[src/rtl/bus_master_pkg.sv]
// Summary of operation
// - drive address, size, space code and direction at the start of each cycle
// - size outputs give bytes left: 01 byte, 10 word, 11 three, 00 long
// - size outputs stay valid while address strobe is asserted
// - direction valid under address strobe, changes only on read/write turnaround
// - locked output asserted from first cycle until last locked cycle completes
// - four-bit space code valid under address strobe, fixed encoding
// - address names the (most significant) byte, held under address strobe
// - address strobe asserted one clock after cycle start
// - read data captured on the last falling edge of the cycle
// - write drives all sixteen data lines together with address strobe
// - read cycle asserts data strobe together with address strobe
// - write cycle without fast termination asserts data strobe one clock after address strobe; a fast write never asserts it
// - acknowledge pair: none waits, lower 8-bit, upper or both 16-bit
// - internal acknowledge after programmed delay; earlier external ends cycle
// - fast termination finishes access in two clocks without external acknowledge
// - bus fault ends cycle as error, alone or with acknowledge
// - bus fault with halt means retry, not error
// - bus monitor errors only cycles this device starts
// - autovector ends interrupt-acknowledge cycles only, ignored otherwise
package bus_master_pkg;
    localparam int addr_w = 32;
    localparam int data_w = 16;
    localparam logic [1:0] size_byte = 2'h1;
    localparam logic [1:0] size_word = 2'h2;
    localparam logic [1:0] size_three = 2'h3;
    localparam logic [1:0] size_long = 2'h0;
    localparam logic [3:0] space_user_data = 4'h1;
    localparam logic [3:0] space_user_prog = 4'h2;
    localparam logic [3:0] space_sup_data = 4'h5;
    localparam logic [3:0] space_sup_prog = 4'h6;
    localparam logic [3:0] space_cpu = 4'h7;
    localparam int ack_delay_w = 4;
    localparam int monitor_w = 8;
    localparam logic [7:0] monitor_limit = 8'h40;
    typedef enum logic [1:0] {
        term_ok,
        term_error,
        term_retry,
        term_autovec
    } term_e;
endpackage : bus_master_pkg

[src/rtl/term_decode.sv]
// ------------------------------------------------------------
// termination decode: turns acknowledge inputs into one result
// ------------------------------------------------------------
module term_decode
    import bus_master_pkg::*;
(
    // external inputs, active low
    input wire logic ack_upper_n,
    input wire logic ack_lower_n,
    input wire logic bus_fault_n,
    input wire logic halt_n,
    input wire logic auto_vector_request_n,
    // internal sources
    input wire logic int_ack,
    input wire logic int_fault,
    input wire logic int_auto_vector_request,
    input wire logic iack_cycle,
    // result
    output logic done,
    output term_e kind,
    output logic port_8bit
);
    logic ext_ack;
    logic fault;
    logic auto_vector_request;

    assign ext_ack = !ack_upper_n || !ack_lower_n;
    assign fault = !bus_fault_n || int_fault;
    // autovector only counts in interrupt-acknowledge cycles
    assign auto_vector_request = iack_cycle && (!auto_vector_request_n || int_auto_vector_request);
    // lower only is 8-bit; upper or both is 16-bit
    assign port_8bit = ack_upper_n && !ack_lower_n && !int_ack;

    always_comb begin
        done = 1'b0;
        kind = term_ok;
        if (fault && !halt_n) begin
            done = 1'b1;
            kind = term_retry;
        end else if (fault) begin
            done = 1'b1;
            kind = term_error;
        end else if (auto_vector_request) begin
            done = 1'b1;
            kind = term_autovec;
        end else if (ext_ack || int_ack) begin
            done = 1'b1;
            kind = term_ok;
        end
    end
endmodule : term_decode

[src/rtl/bus_master.sv]
// ------------------------------------------------------------
// asynchronous bus master signalling
// ------------------------------------------------------------
module bus_master
    import bus_master_pkg::*;
#(
    parameter int aw = addr_w,
    parameter int dw = data_w
)
(
    // clock and reset
    input wire logic sys_clk,
    input wire logic arst_n,
    input wire logic clk_en,
    // request from the core
    input wire logic req_valid,
    output logic req_ready,
    input wire logic [aw-1:0] req_addr,
    input wire logic [1:0] req_size,
    input wire logic [3:0] req_space,
    input wire logic req_write,
    input wire logic req_locked,
    input wire logic req_locked_last,
    input wire logic req_iack,
    input wire logic req_external_master,
    input wire logic [dw-1:0] req_wdata,
    // chip-select terms for this access
    input wire logic cs_int_ack,
    input wire logic [ack_delay_w-1:0] ack_delay_bits,
    input wire logic cs_fast,
    input wire logic int_auto_vector_request,
    // completion to the core
    output logic rsp_valid,
    output term_e rsp_kind,
    output logic rsp_port_8bit,
    output logic [dw-1:0] rsp_rdata,
    // bus outputs
    output logic [aw-1:0] addr,
    output logic [1:0] transfer_size,
    output logic [3:0] address_space_code,
    output logic read_write,
    output logic locked_sequence_n,
    output logic address_strobe_n,
    output logic data_strobe_n,
    // data bus pins
    input wire logic [dw-1:0] data_in,
    output logic [dw-1:0] data_out,
    output logic data_oe,
    // termination inputs
    input wire logic ack_upper_n,
    input wire logic ack_lower_n,
    input wire logic bus_fault_n,
    input wire logic halt_n,
    input wire logic auto_vector_request_n
);
    // ------------------------------------------------------------
    // state
    // ------------------------------------------------------------
    typedef enum logic [2:0] {
        st_idle,
        st_addr,
        st_wait,
        st_term
    } phase_e;

    typedef struct packed {
        phase_e phase;
        logic [aw-1:0] addr;
        logic [1:0] size;
        logic [3:0] space;
        logic rw;
        logic locked;
        logic last;
        logic iack;
        logic ext_master;
        logic fast;
        logic int_en;
        logic [ack_delay_w-1:0] delay;
        logic [ack_delay_w-1:0] cnt;
        logic [monitor_w-1:0] mon;
        logic as;
        logic ds;
        logic oe;
        logic [dw-1:0] wdata;
        logic rvalid;
        term_e kind;
        logic p8;
        logic [dw-1:0] rdata;
    } state_s;

    state_s r;
    state_s next_r;

    logic done;
    term_e kind;
    logic p8;
    logic int_ack;
    logic int_fault;
    logic [dw-1:0] rd_capture;

    // ------------------------------------------------------------
    // termination
    // ------------------------------------------------------------
    // programmed internal acknowledge fires when the delay expires
    assign int_ack = r.as && r.int_en && (r.cnt >= r.delay);
    // the monitor only watches cycles this device started
    assign int_fault = r.as && !r.ext_master && (r.mon >= monitor_limit);

    term_decode u_term (
        .ack_upper_n(ack_upper_n),
        .ack_lower_n(ack_lower_n),
        .bus_fault_n(bus_fault_n),
        .halt_n(halt_n),
        .auto_vector_request_n(auto_vector_request_n),
        .int_ack(int_ack),
        .int_fault(int_fault),
        .int_auto_vector_request(int_auto_vector_request),
        .iack_cycle(r.iack),
        .done(done),
        .kind(kind),
        .port_8bit(p8)
    );

    // ------------------------------------------------------------
    // falling-edge read capture
    // ------------------------------------------------------------
    // data sampled on the falling edge ending the cycle
    always_ff @(negedge sys_clk or negedge arst_n) begin
        if (!arst_n) begin
            rd_capture <= '0;
        end else if (clk_en && r.as && r.rw) begin
            rd_capture <= data_in;
        end
    end

    // ------------------------------------------------------------
    // sequencing
    // ------------------------------------------------------------
    assign req_ready = (r.phase == st_idle);

    always_comb begin
        next_r = r;
        next_r.rvalid = 1'b0;
        case (r.phase)
            st_idle: begin
                next_r.as = 1'b0;
                next_r.ds = 1'b0;
                if (req_valid) begin
                    next_r.phase = st_addr;
                    next_r.addr = req_addr;
                    next_r.size = req_size;
                    next_r.space = req_space;
                    // direction only turns when the request asks for it
                    next_r.rw = !req_write;
                    next_r.locked = req_locked;
                    next_r.last = req_locked_last;
                    next_r.iack = req_iack;
                    next_r.ext_master = req_external_master;
                    next_r.fast = cs_fast;
                    next_r.int_en = cs_int_ack;
                    next_r.delay = ack_delay_bits;
                    next_r.wdata = req_wdata;
                    next_r.cnt = '0;
                    next_r.mon = '0;
                end else if (r.locked && r.last) begin
                    next_r.locked = 1'b0;
                end
            end
            st_addr: begin
                // address strobe, and data strobe on reads only, come one clock in: one fabric edge after start
                next_r.as = 1'b1;
                next_r.ds = r.rw;
                next_r.oe = !r.rw;
                next_r.phase = r.fast ? st_term : st_wait;
            end
            st_wait: begin
                next_r.ds = 1'b1;
                next_r.cnt = r.cnt + 1'b1;
                if (r.mon != '1) begin
                    next_r.mon = r.mon + 1'b1;
                end
                if (done) begin
                    next_r.phase = st_term;
                    next_r.kind = kind;
                    next_r.p8 = p8;
                end
            end
            st_term: begin
                if (r.fast) begin
                    next_r.kind = term_ok;
                    next_r.p8 = 1'b0;
                end
                next_r.as = 1'b0;
                next_r.ds = 1'b0;
                next_r.oe = 1'b0;
                next_r.rvalid = 1'b1;
                next_r.rdata = rd_capture;
                if (r.last) begin
                    next_r.locked = 1'b0;
                end
                next_r.phase = st_idle;
            end
            default: begin
                next_r.phase = st_idle;
            end
        endcase
    end

    always_ff @(posedge sys_clk or negedge arst_n) begin
        if (!arst_n) begin
            r <= '0;
            r.rw <= 1'b1;
            r.phase <= st_idle;
            r.kind <= term_ok;
        end else if (clk_en) begin
            r <= next_r;
        end
    end

    // ------------------------------------------------------------
    // outputs
    // ------------------------------------------------------------
    assign addr = r.addr;
    assign transfer_size = r.size;
    assign address_space_code = r.space;
    assign read_write = r.rw;
    assign locked_sequence_n = !r.locked;
    assign address_strobe_n = !r.as;
    assign data_strobe_n = !r.ds;
    assign data_out = r.wdata;
    assign data_oe = r.oe;
    assign rsp_valid = r.rvalid;
    assign rsp_kind = r.kind;
    assign rsp_port_8bit = r.p8;
    assign rsp_rdata = r.rdata;
endmodule : bus_master

[config.mk]
export PLATFORM = sky130hd
export DESIGN_NAME = bus_master
export DESIGN_NICKNAME = d
export VERILOG_FILES = /design/src/rtl/bus_master_pkg.sv /design/src/rtl/term_decode.sv /design/src/rtl/bus_master.sv
export SDC_FILE = /design/constraint.sdc
export NUM_CORES = 1
export LEC_CHECK = 0
export ABC_AREA = 0
export BUFFER_PORTS_ARGS = -buffer_cell sky130_fd_sc_hd__buf_2
export CORE_MARGIN = 10
export CORE_UTILIZATION = 44
export CTS_BUF_LIST = sky130_fd_sc_hd__clkbuf_8
export DETAILED_ROUTE_END_ITERATION = 8
export GPL_TIMING_DRIVEN = 1
export PLACE_DENSITY = 0.67
export SYNTH_ARGS = -nofsm -noshare
export SYNTH_HDL_FRONTEND = slang
export SYNTH_SLANG_ARGS = --single-unit
export TNS_END_PERCENT = 50
[constraint.sdc]
create_clock -name sys_clk -period 2.01 [get_ports sys_clk]
set_input_delay 0.402 -clock sys_clk [delete_from_list [all_inputs] [get_ports sys_clk]]
set_output_delay 0.402 -clock sys_clk [all_outputs]
set_load 0.02 [all_outputs]
==> run summary <==
Failing checks = setup timing
Max IR drop VDD = 0.0008861 V
Die ar. = 17290 µm²
Number of global-route vias before repair = 3736
Rows = 40
Critical path required time = 1230 ps
Crit-path max cell delay = 610 ps
First-iteration detailed-routing DRC count = 179
Setup Skew = 45.12 ps
Avg Vias per Cell = 4.635
Mapped Nets = 526
First-pass DRT Iterations = 4
Clock transition at path regs = 60 ps
Sink Count = 118
RSZ-0062 raised after global routing = yes
Total track usage = 0.1390
Routed wire length = 11.84 mm
Startpoint Class = flop
Vias = 3374
Ant diodes = 0
Post-CTS Setup Repair Bufs = 0
Status = finished with violations
Die height = 131.5 µm
Inserted Clock Buffers = 17
FF+latch count, synth = 118
Least-Margin Pin Slew = 495.5 ps
Layout Cells excl Fill = 728
Reg2reg start = read_write
Setup violations, final = 16
Utilization after layout = 0.5357
Slew Limit Fails = 0
Initial antenna violation count = 1
Crit path max-delay cell type = dfstp_2
GRT overflow = 0
Post-synthesis sequential area ratio = 0.5402
Hold WC Path Type = primary input to flop
CP max FO = 8
Nets@finish = 649
Htree depth = 4
RR Endpoint = rd_capture[8]
Yosys top cell by area = dfrtp_1
Leakage power = 3.213 nW
Placer Congestion = 0.7420
Total Power = 10.32 mW
Largest net degree at the start of global routing = 40
First-pass GRT wire length = 19.38 mm
Max-cap viol count = 0
Crit Path Category = flop to flop
Area growth from synthesis to layout = 18.65%
Placed instance count = 694
Yosys warnings = 0
Yosys cell types = 42
Final Hold Viols = 0
DP HPWL = 8.941 mm
Power per Cell Area = 1591 nW/µm²
DR WL/cell = 16.26 µm
Core area = 12110 µm²
Port Buffer Count = 170
Gate Count Post-Synth = 424
Synthesized area = 5469 µm²
Num ports = 171
Reg2reg path depth = 2
Die span in x = 131.5 µm
DRC viols = 0
Antenna-violating nets left = 0
Worst setup EP type = flop
Share of layout cells above drive strength 1 = 0.5982
Clock Latency Late Sink = 430 ps
Top cell type's share of synthesized area = 0.4621
CP Cell Sequence = nand3_4, mux2_2
Clk buf depth = 2
Post-Route Setup TNS = -4337 ps
CTS tree = built
Clock root buffer = clkbuf_8
Fin worst setup slack = -296.3 ps
Hold path startpoint = req_write
Hold Crit Depth = 2
Hold EP = read_write
Reg2reg setup slack = -300 ps
Initial Utilization = 0.4515
Largest cells by area after synthesis = dfrtp_1 (46%), mux2_2 (21%), buf_4 (9.9%)
CP arrival = 1530 ps
Per-instance average area after synthesis = 12.90 µm²
Slew Limit Headroom = 0.6684
-- flip-flops by register name (all words and copies together) (netlist names) --
name,flops
rsp_rdata,16
addr,32
data_out,16
rd_capture,16
transfer_size,2
r,26
rsp_port_8bit,1
read_write,1
data_oe,1
rsp_kind,2
rsp_valid,1
address_space_code,4
-- metal layers --
layer,vias to the layer above,global-route usage,wire length (µm)
met5,-,0,0
met4,0,0.05192,142
met3,12,0.06593,946
met2,118,0.2229,5768
met1,1626,0.1578,4983
li1,1618,-,-
-- cells in the final DEF, fill, tap and decap left out, types with 6 or more instances in the layout --
cell        n
clkbuf_8   19
buf_2     169
mux2_2    100
dfrtp_1   101
o21ai_0    12
a21oi_1     6
clkinv_2    9
nand2_1    17
buf_4      17
nor2_1     13
nand3_1     7
inv_1      18
ha_1        9
dfrtn_1    16
-- cells in the mapped netlist, drive strengths merged --
cell type	n
dfrtp	101
mux2	101
buf	85
nand2	18
dfrtn	16
inv	16
nor2	14
o21ai	12
ha	11
nand3	9
a21oi	7
xnor2	5
nor3	4
a21boi	2
a32o	2
nor3b	2
o31ai	2
a211oi	1
a21o	1
a221oi	1
a31o	1
clkbuf	1
dfstp	1
mux2i	1
nand2b	1
nor4	1
nor4b	1
o2111ai	1
o22a	1
o22ai	1
or2	1
or3	1
or3b	1
xor2	1
-- worst max-delay path by stage --
| stage | start | end | slack (ps) | depth (start not counted) |
|---|---|---|---|---|
| floorplan | read_write | rd_capture[10] | -320 | 3 |
| global placement | clk_en | rd_capture[2] | -300 | 3 |
| detailed placement | clk_en | rd_capture[4] | -310 | 3 |
| CTS | read_write | rd_capture[8] | -330 | 2 |
| global route | read_write | rd_capture[1] | -340 | 2 |
| finish | read_write | rd_capture[8] | -300 | 2 |
-- cell families after synthesis --
| group | count (synthesis) | synth area share |
|---|---|---|
| simple gates | 53 | 0.05216 |
| xor+xnor | 6 | 0.009609 |
| mux | 102 | 0.2105 |
| buf+inv | 102 | 0.1247 |
| flops | 118 | 0.5402 |
| compound gates | 32 | 0.03775 |
| fa+ha+maj | 11 | 0.02517 |
-- area by class of cell --
| cell class | instances | area, µm² |
|---|---|---|
| repair buffers | 189 | 1023 |
| well taps | 168 | 210.2 |
| flip-flops and latches | 118 | 2954 |
| inverters | 16 | 60.06 |
| fillers | 1099 | 5623 |
| clock buffers | 19 | 261.5 |
| multi-input cells | 205 | 1888 |
| clock inverters | 13 | 91.34 |
-- metrics by stage --
stage	setup WS (ps)	hold WS (ps)	area (µm²)
after floorplan	-317.7	106.4	5488
after global placement	-295.7	377.1	6096
after detailed placement	-312.8	381.1	6096
after CTS	-329.0	108.3	6476
after global routing	-344.4	111.4	6489
final	-296.3	135.9	6489
-- repair_timing --
item	CTS	global route
hold buffers	1	0
gates resized for setup	1	4
hold endpoints to repair	10	0
cloned	1	0
setup endpoints to repair	16	28
-- worst max-delay path, delay by kind of cell (launching register included) --
family | cells | cell delay [ps]
flops | 1 | 610
simple gates | 1 | 170
mux | 1 | 320
-- report_power, final --
part	internal, mW	switching [mW]	total (mW)	leakage, nW
logic	1.94	2.35	4.28	1.58
registers	3.52	0.605	4.13	1.44
clock network	1.01	0.897	1.91	0.201
total	6.47	3.85	10.3	3.21
Note: power is estimated with default switching activity, not from simulation.
